`src/core/ais_pkg.sv`:
```
package ais_pkg;

    // ------------------------------------------------------------
    // Register map (byte addresses)
    // ------------------------------------------------------------
    localparam logic [11:0] AIS_ENABLE_OFS   = 12'h0_000;
    localparam logic [11:0] AIS_INITIATE_OFS = 12'h0_028;
    localparam logic [11:0] AIS_SELECT_OFS   = 12'h0_040;
    localparam logic [11:0] AIS_CONTROL_OFS  = 12'h0_044;
    localparam logic [11:0] AIS_STATUS_OFS   = 12'h0_04C;

    // ------------------------------------------------------------
    // Field layout and reset values
    // ------------------------------------------------------------
    localparam int          AIS_STEPS        = 8;
    localparam int          AIS_SEL_PITCH    = 4;
    localparam int          AIS_CTL_PITCH    = 4;
    localparam int          AIS_CTL_DIFF     = 0;
    localparam int          AIS_CTL_END      = 1;
    localparam int          AIS_CTL_TS       = 3;
    localparam logic [31:0] AIS_SELECT_MASK  = 32'h3333_3333;
    localparam logic [31:0] AIS_SELECT_RST   = 32'h0000_0000;
    localparam logic [31:0] AIS_CONTROL_RST  = 32'h0000_0000;
    localparam logic [2:0]  AIS_LAST_STEP    = 3'h7;
    localparam logic [2:0]  AIS_FIRST_STEP   = 3'h0;
    localparam int          AIS_ENABLE_BIT   = 0;
    localparam int          AIS_INITIATE_BIT = 0;
    localparam int          AIS_STATUS_BUSY  = 0;
    localparam int          AIS_STATUS_STEP  = 4;

    // ------------------------------------------------------------
    // Bus encodings
    // ------------------------------------------------------------
    localparam logic        AIS_HRESP_OKAY   = 1'b0;

    // ------------------------------------------------------------
    // Types
    // ------------------------------------------------------------
    typedef enum logic [0:0] {
        AIS_IDLE    = 1'b0,
        AIS_CONVERT = 1'b1
    } ais_state_t;

    // One conversion request towards the converter core.
    typedef struct packed {
        logic [1:0] input_sel;
        logic       temp_sensor;
        logic       differential;
        logic [2:0] step;
    } ais_conv_t;

endpackage

```
`src/core/ais_seq0_input_select.sv`:
```
`timescale 1ns/1ps

// Operation
// RULE1 - One 32-bit register, eight per-step selectors
// RULE2 - Bits 29:28 route input for step eight
// RULE3 - Bits 25:24,21:20,17:16 select steps seven-five
// RULE4 - Bits 13:12,9:8,5:4,1:0 select steps four-one
// RULE5 - Gap bits read-only, writes ignored
// RULE6 - Software preserves gap bits on update
// RULE7 - Selectors clear to zero on reset
// RULE8 - Steps after last flagged step skipped
// RULE9 - Temperature flag overrides pin selection
// RULE10 - Differential step selector holds pair index
// RULE11 - Initiate while enabled starts step walk
module ais_seq0_input_select
    import ais_pkg::*;
(
    // Clock and reset.
    input  wire logic        sys_clk,
    input  wire logic        nrst,
    // AHB-Lite slave.
    input  wire logic        hsel,
    input  wire logic [11:0] haddr,
    input  wire logic [1:0]  htrans,
    input  wire logic        hwrite,
    input  wire logic [2:0]  hsize,
    input  wire logic [31:0] hwdata,
    input  wire logic        hready,
    output logic      [31:0] hrdata,
    output logic             hreadyout,
    output logic             hresp,
    // Converter core.
    output ais_conv_t        conv,
    output logic             conv_req,
    input  wire logic        conv_done
);

    // ------------------------------------------------------------
    // Register state
    // ------------------------------------------------------------
    logic [31:0] seq0_step_input_select;
    logic [31:0] seq0_step_control;
    logic        sequencer_enable_reg;
    ais_state_t  state;
    logic        dph_write;
    logic [11:0] dph_addr;
    logic        wr_en;
    logic        start_walk;
    logic        advance;
    logic        finish;
    logic        load;
    logic [2:0]  load_step;
    logic [1:0]  sel_of [AIS_STEPS];
    logic        ts_of  [AIS_STEPS];
    logic        diff_of[AIS_STEPS];
    logic        end_of [AIS_STEPS];

    // Bus never stalls and never errors.
    assign hreadyout = 1'b1;
    assign hresp     = AIS_HRESP_OKAY;

    // ------------------------------------------------------------
    // Per-step field extraction
    // ------------------------------------------------------------
    // Each step owns one nibble in both the select and control words.
    for (genvar s = 0; s < AIS_STEPS; s++) begin : g_step
        assign sel_of[s]  = seq0_step_input_select[s*AIS_SEL_PITCH +: 2]; // RULE1
        assign ts_of[s]   = seq0_step_control[s*AIS_CTL_PITCH + AIS_CTL_TS];
        assign diff_of[s] = seq0_step_control[s*AIS_CTL_PITCH + AIS_CTL_DIFF];
        assign end_of[s]  = seq0_step_control[s*AIS_CTL_PITCH + AIS_CTL_END];
    end

    // ------------------------------------------------------------
    // AHB-Lite address phase capture
    // ------------------------------------------------------------
    // Only the write intent and address are kept; the data arrives a cycle later.
    always_ff @(posedge sys_clk or negedge nrst) begin
        if (!nrst) begin
            dph_write <= 1'b0;
            dph_addr  <= 12'h0_000;
        end else if (hready) begin
            dph_write <= hsel && htrans[1] && hwrite && (hsize == 3'h2);
            dph_addr  <= {haddr[11:2], 2'h0};
        end
    end

    assign wr_en = dph_write;

    // Read data is registered at the address phase so it stands in the data phase.
    always_ff @(posedge sys_clk or negedge nrst) begin
        if (!nrst) begin
            hrdata <= 32'h0000_0000;
        end else if (hready && hsel && htrans[1] && !hwrite) begin
            case ({haddr[11:2], 2'h0})
                AIS_ENABLE_OFS:  hrdata <= {31'h0000_0000, sequencer_enable_reg};
                AIS_SELECT_OFS:  hrdata <= seq0_step_input_select;
                AIS_CONTROL_OFS: hrdata <= seq0_step_control;
                AIS_STATUS_OFS:  hrdata <= {25'h000_0000, conv.step, 3'h0, conv_req};
                default:         hrdata <= 32'h0000_0000;
            endcase
        end
    end

    // ------------------------------------------------------------
    // Selection register
    // ------------------------------------------------------------
    // Gap bits are masked on write so they always read back as zero.
    always_ff @(posedge sys_clk or negedge nrst) begin
        if (!nrst) begin
            seq0_step_input_select <= AIS_SELECT_RST; // RULE7
        end else if (wr_en && dph_addr == AIS_SELECT_OFS) begin
            seq0_step_input_select <= hwdata & AIS_SELECT_MASK; // RULE5
        end
    end

    // ------------------------------------------------------------
    // Control and enable registers
    // ------------------------------------------------------------
    always_ff @(posedge sys_clk or negedge nrst) begin
        if (!nrst) begin
            seq0_step_control    <= AIS_CONTROL_RST;
            sequencer_enable_reg <= 1'b0;
        end else if (wr_en) begin
            if (dph_addr == AIS_CONTROL_OFS) begin
                seq0_step_control <= hwdata;
            end
            if (dph_addr == AIS_ENABLE_OFS) begin
                sequencer_enable_reg <= hwdata[AIS_ENABLE_BIT];
            end
        end
    end

    // ------------------------------------------------------------
    // Step walk control
    // ------------------------------------------------------------
    // An initiate write while busy is dropped rather than queued.
    assign start_walk = wr_en && dph_addr == AIS_INITIATE_OFS && hwdata[AIS_INITIATE_BIT]
                        && sequencer_enable_reg && state == AIS_IDLE; // RULE11
    assign finish     = state == AIS_CONVERT && conv_done
                        && (end_of[conv.step] || conv.step == AIS_LAST_STEP); // RULE8
    assign advance    = state == AIS_CONVERT && conv_done && !finish;
    assign load       = start_walk || advance;
    assign load_step  = start_walk ? AIS_FIRST_STEP : conv.step + 3'h1;

    // Disabling the sequencer aborts a walk in progress.
    always_ff @(posedge sys_clk or negedge nrst) begin
        if (!nrst) begin
            state <= AIS_IDLE;
        end else begin
            case (state)
                AIS_IDLE: begin
                    if (start_walk) begin
                        state <= AIS_CONVERT;
                    end
                end
                AIS_CONVERT: begin
                    if (finish || !sequencer_enable_reg) begin
                        state <= AIS_IDLE; // RULE8
                    end
                end
                default: begin
                    state <= AIS_IDLE;
                end
            endcase
        end
    end

    assign conv_req = state == AIS_CONVERT;

    // The request fields are latched per step, so a select, sensor or differential write mid-step
    // only takes effect from the next step onward; end flags and enable act at once.
    always_ff @(posedge sys_clk or negedge nrst) begin
        if (!nrst) begin
            conv <= '0;
        end else if (load) begin
            conv.step         <= load_step;
            conv.input_sel    <= sel_of[load_step]; // RULE2 RULE3 RULE4
            conv.temp_sensor  <= ts_of[load_step]; // RULE9
            conv.differential <= diff_of[load_step]; // RULE10
        end
    end
endmodule

```
`config.mk`:
```
export PLATFORM = sky130hd
export DESIGN_NAME = ais_seq0_input_select
export DESIGN_NICKNAME = d
export VERILOG_FILES = /design/src/core/ais_pkg.sv /design/src/core/ais_seq0_input_select.sv
export SDC_FILE = /design/constraint.sdc
export NUM_CORES = 1
export LEC_CHECK = 0
export BUFFER_PORTS_ARGS = -buffer_cell sky130_fd_sc_hd__buf_2
export CAP_MARGIN = 5
export CORE_MARGIN = 2
export CORE_UTILIZATION = 30
export DETAILED_ROUTE_END_ITERATION = 8
export PLACE_DENSITY = 0.48
export SYNTH_ARGS = -nofsm -noshare
export SYNTH_HDL_FRONTEND = slang
export SYNTH_SLANG_ARGS = --single-unit
```
`constraint.sdc`:
```
create_clock -name sys_clk -period 2.2 [get_ports sys_clk]
set_input_delay 0.11 -clock sys_clk [delete_from_list [all_inputs] [get_ports sys_clk]]
set_output_delay 0.11 -clock sys_clk [all_outputs]
set_load 0.1 [all_outputs]
```
==> impl_summary.log, run 1 <==
[metrics] run status: finished with violations
[metrics] failing checks: negative setup slack
[metrics] classification of the worst setup path: reg -> reg
[metrics] cells along the critical path: or4b_4, or4_4, inv_2, nand3_4, buf_4, buf_12, mux2_4
[metrics] slack of the critical path: -0.0793 ns
[metrics] commonest cells after routing, fill and taps aside: dfrtp_1, buf_2, mux2_4
[metrics] number of synthesized register bits: 100
[metrics] ratio of total power to cell area: 636 nW/um^2
[metrics] share of layout cells above drive strength 1: 0.460
[metrics] total CTS buffers: 9
[metrics] biggest regs: hrdata x32, seq0_step_control x32, seq0_step_input_select x16
[metrics] Logic pwr share: 0.085
[metrics] period utilization: 1.04
[metrics] Via density: 4.89
[metrics] aggregate routed wire length: 11700 um
[metrics] DRC viols: 0
[metrics] area fraction of the dominant cell type after synthesis: 0.541
[metrics] Static Leakage: 2.97 nW
[metrics] final weighted congestion of routability-driven global placement: 0.782
[metrics] Required @ worst endpoint: 2.43 ns
[metrics] number of max-cap violations: 0
[metrics] wire length per cell after detailed routing: 17.8 um
[metrics] initial DRC count: 178
[metrics] most common cell after layout, fill and taps aside: dfrtp_1
[metrics] crit path DAT: 2.51 ns
[metrics] starting utilization of the core area: 0.306
[metrics] fraction of power consumed by sequential logic: 0.511
[metrics] fraction of power spent switching nets: 0.228
[metrics] initial antenna violation count: 0
[metrics] H-tree levels: 3
[metrics] worst min path class: in -> reg
[metrics] Highest Clock Rate: 439 MHz
[metrics] remaining max-slew budget at the tightest pin: 0.623
[metrics] critical path's largest stage delay: 0.55 ns
[metrics] CP max stage cell: or4b_4
[metrics] CP startpoint kind: flop
[metrics] sequential element share of the synthesized area: 0.541
[metrics] leading post-synthesis cells by cell area: dfrtp_1, mux2_4, mux2_2
[metrics] maximum number of pins on one net before global-route repair: 101
[metrics] cell-internal power: 2.96 mW
[metrics] antenna cell count: 0
[metrics] maximum count of clock buffers along a single path: 2
[metrics] Final Cell Area: 6040 um^2
[metrics] final setup vio count: 48
[metrics] Port-buffer cells: 91
[metrics] number of cells in the design after placement: 612
[metrics] Die Height: 128 um
[metrics] vias in the first global route: 3347
[metrics] Crit path max-delay family: simple AND/OR/NAND/NOR gates
[metrics] clock power share: 0.404
[metrics] first-pass iteration count of the detailed router: 4
[metrics] kind of end point of the critical path: flop
[metrics] Core Area: 15100 um^2
[metrics] TritonCTS clock tree: built
[metrics] remaining number of nets flagged by the antenna check after routing: 0
[metrics] clk_lat worst skew: 0.35 ns
[metrics] Post-Place Cell Area: 5430 um^2
[metrics] nets@finish: 519
[metrics] switching power of the nets: 0.877 mW
[metrics] buffering stage count on the worst path with inverters included: 3
[metrics] maximum fanout encountered on the critical timing path: 9
[metrics] final number of hold-violating endpoints: 0
[metrics] TritonCTS Sinks: 100
[metrics] Unique masters post-synth: 51
[metrics] number of vias in the routed layout: 3204
[metrics] final critical-path required period: 2.28 ns
[metrics] overall die area: 16400 um^2
[metrics] GRT Residual Overflow: 0
[metrics] first-pass GRT wire length: 18700 um
[metrics] synthesized area per cell: 13.7 um^2
[metrics] Synth-to-Final Area Change: 30.4%
[metrics] Slew Limit Fails: 0
[metrics] worst slack after detailed placement: -0.0820 ns
[metrics] Layout Cells excl Fill: 655
[metrics] nets in the synthesized netlist: 394
[metrics] root buffer cell: clkbuf_16
[metrics] unrepaired setup endpoints after global routing: yes
[metrics] largest clock skew in the final design: 0.00825 ns
[metrics] cells after synthesis: 337
[metrics] count of yosys warnings during synthesis: 0
[metrics] dpl hpwl: 8090 um
[metrics] most area-hungry cell type in the Yosys netlist: dfrtp_1
[metrics] gr usage total: 0.150
[metrics] filler instances: 1474
[metrics] VDD IR max: 0.000396 V
[metrics] Clock transition at path regs: 0.06 ns
[metrics] cell row count: 45
[metrics] transition time at the pin with the least slew margin: 0.565 ns
[metrics] die width: 128 um
[metrics] Power Total: 3.84 mW
[metrics] post-synthesis cell area: 4630 um^2
[metrics] number of I/O pins: 97
==> metrics by stage <==
| step | util | hold WS [ns] | TNS, ns |
|---|---|---|---|
| 6_report | 0.399 | 0.00838 | -2.61 |
| 4_1_cts | 0.397 | 0.0000650 | -2.11 |
| 5_1_grt | 0.399 | 0.00214 | -5.48 |
| 3_5_place_dp | 0.359 | 0.224 | -3.19 |
| 2_1_floorplan | - | -0.186 | -0.156 |
| 3_3_place_gp | 0.359 | 0.218 | -2.71 |
==> kinds of logic (layout without fill, tap and decap cells) <==
family / count (synthesis) / count (layout) / share of synthesized area
AO/OA/AOI/OAI: 59 / 59 / 0.0895
XOR/XNOR: 1 / 1 / 0.00189
flip-flops: 100 / 100 / 0.541
multiplexers: 90 / 90 / 0.258
adder cells (fa/ha/maj): 2 / 2 / 0.00541
other: 2 / 2 / 0.00162
buffers and inverters: 28 / 158 / 0.0335
AND/OR/NAND/NOR: 55 / 55 / 0.0698
==> power by group through the flow <==
stage	registers, mW	clock network (mW)	logic (mW)
floorplan	1.98	0	0.165
CTS	1.96	1.60	0.332
finish	1.96	1.55	0.328
global route	1.97	1.68	0.359
global placement	1.99	0	0.298
detailed placement	1.99	0	0.305
==> layout make-up <==
class,instances,area (um^2),share of cell area
clock buffers,14,244,0.0404
clock inverters,2,35.0,0.00580
inverters,7,26.3,0.00435
multi-input cells,209,2030,0.336
flip-flops and latches,100,2510,0.417
well taps,188,235,0.0390
repair buffers,135,951,0.158
==> final timing paths <==
path                            cells past startpoint  slack [ns]                    end         start
worst min-delay path                                2       0.008  seq0_step_control[10]    hwdata[10]
max in group asynchronous                           3        1.37                conv[0]          nrst
worst max-delay path                                7       -0.08   seq0_step_control[5]  dph_addr[11]
worst max register to register                      7       -0.08   seq0_step_control[5]  dph_addr[11]
min in group asynchronous                           3        0.35             hrdata[29]          nrst
worst min register to register                      2        0.48              hrdata[1]     hrdata[1]
==> Yosys cell counts (all sizes together) <==
library cell	instances
a21oi	4
conb	2
nor4bb	1
nor2	12
inv	7
or2	1
o31ai	1
o211ai	2
buf	12
nand4	1
a221o	2
nor3	4
dfrtp	100
a221oi	1
xnor2	1
a31o	3
nand3b	2
or4b	1
or4	2
nand3	4
a21o	2
a22o	16
nand4b	1
mux4	5
or3	2
o221ai	1
clkbuf	9
a32o	1
o21ai	21
a31oi	3
or4bb	1
a21boi	1
nor4	1
mux2	63
o221a	1
ha	2
nand2b	2
and2	1
nand2	19
mux2i	22
==> metal layers <==
metal / GRT usage / up-vias / part of all wire
met1: 0.201 / 1644 / 0.48
met5: 0 / - / 0
met4: 0.0420 / 0 / 0.015
li1: - / 1484 / -
met3: 0.0459 / 14 / 0.036
met2: 0.236 / 62 / 0.47
==> repair_timing <==
item                                    4_1_cts  5_1_grt
hold buffers                                 18        1
setup buffers                                 4        2
endpoints found under the setup margin       49       51
pin swaps                                     3        0
resized for setup                             5        1
hold endpoints to repair                    119        1
gates cloned                                  2        0
Power figures use the tool's default switching activity.
==> inputs of run 2 (changes only) <==
--- a/config.mk
+++ b/config.mk
@@ -8,9 +8,9 @@
 export BUFFER_PORTS_ARGS = -buffer_cell sky130_fd_sc_hd__buf_2
 export CAP_MARGIN = 5
 export CORE_MARGIN = 2
-export CORE_UTILIZATION = 30
+export CORE_UTILIZATION = 45
 export DETAILED_ROUTE_END_ITERATION = 8
-export PLACE_DENSITY = 0.48
+export PLACE_DENSITY = 0.67
 export SYNTH_ARGS = -nofsm -noshare
 export SYNTH_HDL_FRONTEND = slang
 export SYNTH_SLANG_ARGS = --single-unit
==> run 2 against run 1 <==
The flow still finishes with violations (negative setup slack); worst setup slack improved by 0.032 ns; routed wire length fell by 7.7%; register-to-register slack improved by 0.03 ns; fmax rose by 1.4%; worst hold slack improved by 0.0079 ns; sequential cell count did not move; cell count fell by 5.0%; sequential power barely moved; first-iteration DRC count fell by 46%; critical endpoint is now seq0_step_control[19]; largest cell class unchanged.
==> impl_summary.log, run 2 (synthesized netlist as in run 1, its figures left out) <==
[metrics] run status: finished with violations
[metrics] failing checks: negative setup slack
[metrics] dpl hpwl: 7360 um
[metrics] CP startpoint kind: flop
[metrics] minimum hold slack: 0.0163 ns
[metrics] maximum fanout encountered on the critical timing path: 11
[metrics] share of layout cells above drive strength 1: 0.449
[metrics] starting utilization of the core area: 0.456
[metrics] final setup vio count: 32
[metrics] unrepaired setup endpoints after global routing: yes
[metrics] vias in the first global route: 3413
[metrics] biggest regs: hrdata x32, seq0_step_control x32, seq0_step_input_select x16
[metrics] crit path DAT: 2.50 ns
[metrics] wire length per cell after detailed routing: 17.3 um
[metrics] total CTS buffers: 9
[metrics] ratio of total power to cell area: 565 nW/um^2
[metrics] GRT Residual Overflow: 0
[metrics] Static Leakage: 2.97 nW
[metrics] most common cell after layout, fill and taps aside: dfrtp_1
[metrics] overall die area: 11100 um^2
[metrics] number of vias in the routed layout: 3231
[metrics] Logic pwr share: 0.104
[metrics] kind of end point of the critical path: flop
[metrics] worst r2r src: dph_addr[11]
[metrics] maximum count of clock buffers along a single path: 2
[metrics] accumulated negative setup slack: -1.10 ns
[metrics] Core Area: 10100 um^2
[metrics] worst min path class: in -> reg
[metrics] clock power share: 0.318
[metrics] classification of the worst setup path: reg -> reg
[metrics] final weighted congestion of routability-driven global placement: 0.795
[metrics] final critical-path required period: 2.25 ns
[metrics] initial antenna violation count: 0
[metrics] first-pass GRT wire length: 17700 um
[metrics] TritonCTS Sinks: 100
[metrics] transition time at the pin with the least slew margin: 0.538 ns
[metrics] largest clock skew in the final design: 0.0107 ns
[metrics] die width: 105 um
[metrics] antenna cell count: 0
[metrics] clk_lat worst skew: 0.36 ns
[metrics] Slew Limit Fails: 0
[metrics] number of I/O pins: 97
[metrics] VDD IR max: 0.000274 V
[metrics] fin util: 0.591
[metrics] aggregate routed wire length: 10800 um
[metrics] first-pass iteration count of the detailed router: 4
[metrics] Via density: 5.19
[metrics] Required @ worst endpoint: 2.46 ns
[metrics] fraction of power consumed by sequential logic: 0.578
[metrics] Hold Path Origin: hsel
[metrics] fraction of power spent switching nets: 0.254
[metrics] commonest cells after routing, fill and taps aside: dfrtp_1, buf_2, mux2_4
[metrics] TritonCTS clock tree: built
[metrics] Highest Clock Rate: 445 MHz
[metrics] remaining number of nets flagged by the antenna check after routing: 0
[metrics] launch point of the critical path: dph_addr[11]
[metrics] final number of hold-violating endpoints: 0
[metrics] initial DRC count: 97
[metrics] cell row count: 37
[metrics] period utilization: 1.02
[metrics] slack of the critical path: -0.0475 ns
[metrics] root buffer cell: clkbuf_8
[metrics] Synth-to-Final Area Change: 29.5%
[metrics] total area of sequential cells: 2510 um^2
[metrics] switching power of the nets: 0.859 mW
[metrics] nets@finish: 538
[metrics] H-tree levels: 3
[metrics] cell-internal power: 2.53 mW
[metrics] Die Height: 105 um
[metrics] Port-buffer cells: 91
[metrics] multi-input logic area: 2020 um^2
[metrics] filler instances: 846
[metrics] number of max-cap violations: 0
[metrics] maximum number of pins on one net before global-route repair: 35
[metrics] Clock transition at path regs: 0.10 ns
[metrics] remaining max-slew budget at the tightest pin: 0.641
[metrics] DRC viols: 0
[metrics] gr usage total: 0.205
[metrics] Power Total: 3.38 mW
[metrics] worst slack after detailed placement: -0.0500 ns
run 2: changes by cell type in the layout (fill, tap and decap cells not counted), sizes merged:
cell and delta:
dlygate4sd3 +20, clkbuf -4, clkinvlp +2, inv +2
bufbuf -1, bufinv -1, clkinv +1
run 2: routing by layer:
layer	global-route usage	part of all wire	vias to the layer above
li1	-	-	1517
met1	0.268	0.45	1620
met2	0.334	0.49	73
met3	0.0402	0.038	21
met4	0.0876	0.028	0
met5	0	0	-
run 2: what timing repair did:
item	4_1_cts	5_1_grt
cloned	1	0
gates resized for setup	4	2
hold buffers	39	0
hold endpoints to repair	153	0
pin swaps	2	0
endpoints found under the setup margin	48	49
buffers inserted	2	0
run 2: metrics by stage:
| step | instances | area [um^2] |
|---|---|---|
| floorplan | 337 | 4710 |
| global placement | 564 | 5370 |
| detailed placement | 564 | 5370 |
| CTS | 622 | 5990 |
| global route | 622 | 5990 |
| finish | 622 | 5990 |
run 2: cell type report:
cell class,count,area share
sequential,100,0.420
timing repair buffer,154,0.181
inverter,7,0.00438
multi-input combinational,209,0.337
tap,136,0.0284
clock inverter,6,0.00814
clock buffer,10,0.0213
run 2: final timing paths:
path,depth (start not counted),endpoint,slack (ns)
worst max-delay path,6,seq0_step_control[19],-0.05
worst min-delay path,3,dph_write,0.02
worst max register to register,6,seq0_step_control[19],-0.05
worst min register to register,2,hrdata[12],0.48
max in group asynchronous,3,seq0_step_input_select[25],1.44
min in group asynchronous,2,seq0_step_control[23],0.11
run 2: worst max-delay path, cell delays in order (launching register included):
cell	delay [ns]
dfrtp_1	0.39
or4b_4	0.54
or4_4	0.47
inv_2	0.09
nand3_4	0.15
buf_12	0.20
mux2_4	0.30
run 2: power groups by stage:
stage	Sequential (mW)	Clock, mW	Combinational (mW)
2_1_floorplan	1.98	0	0.165
3_3_place_gp	1.99	0	0.293
3_5_place_dp	1.99	0	0.301
4_1_cts	1.96	1.12	0.356
5_1_grt	1.97	1.19	0.384
6_report	1.96	1.08	0.351
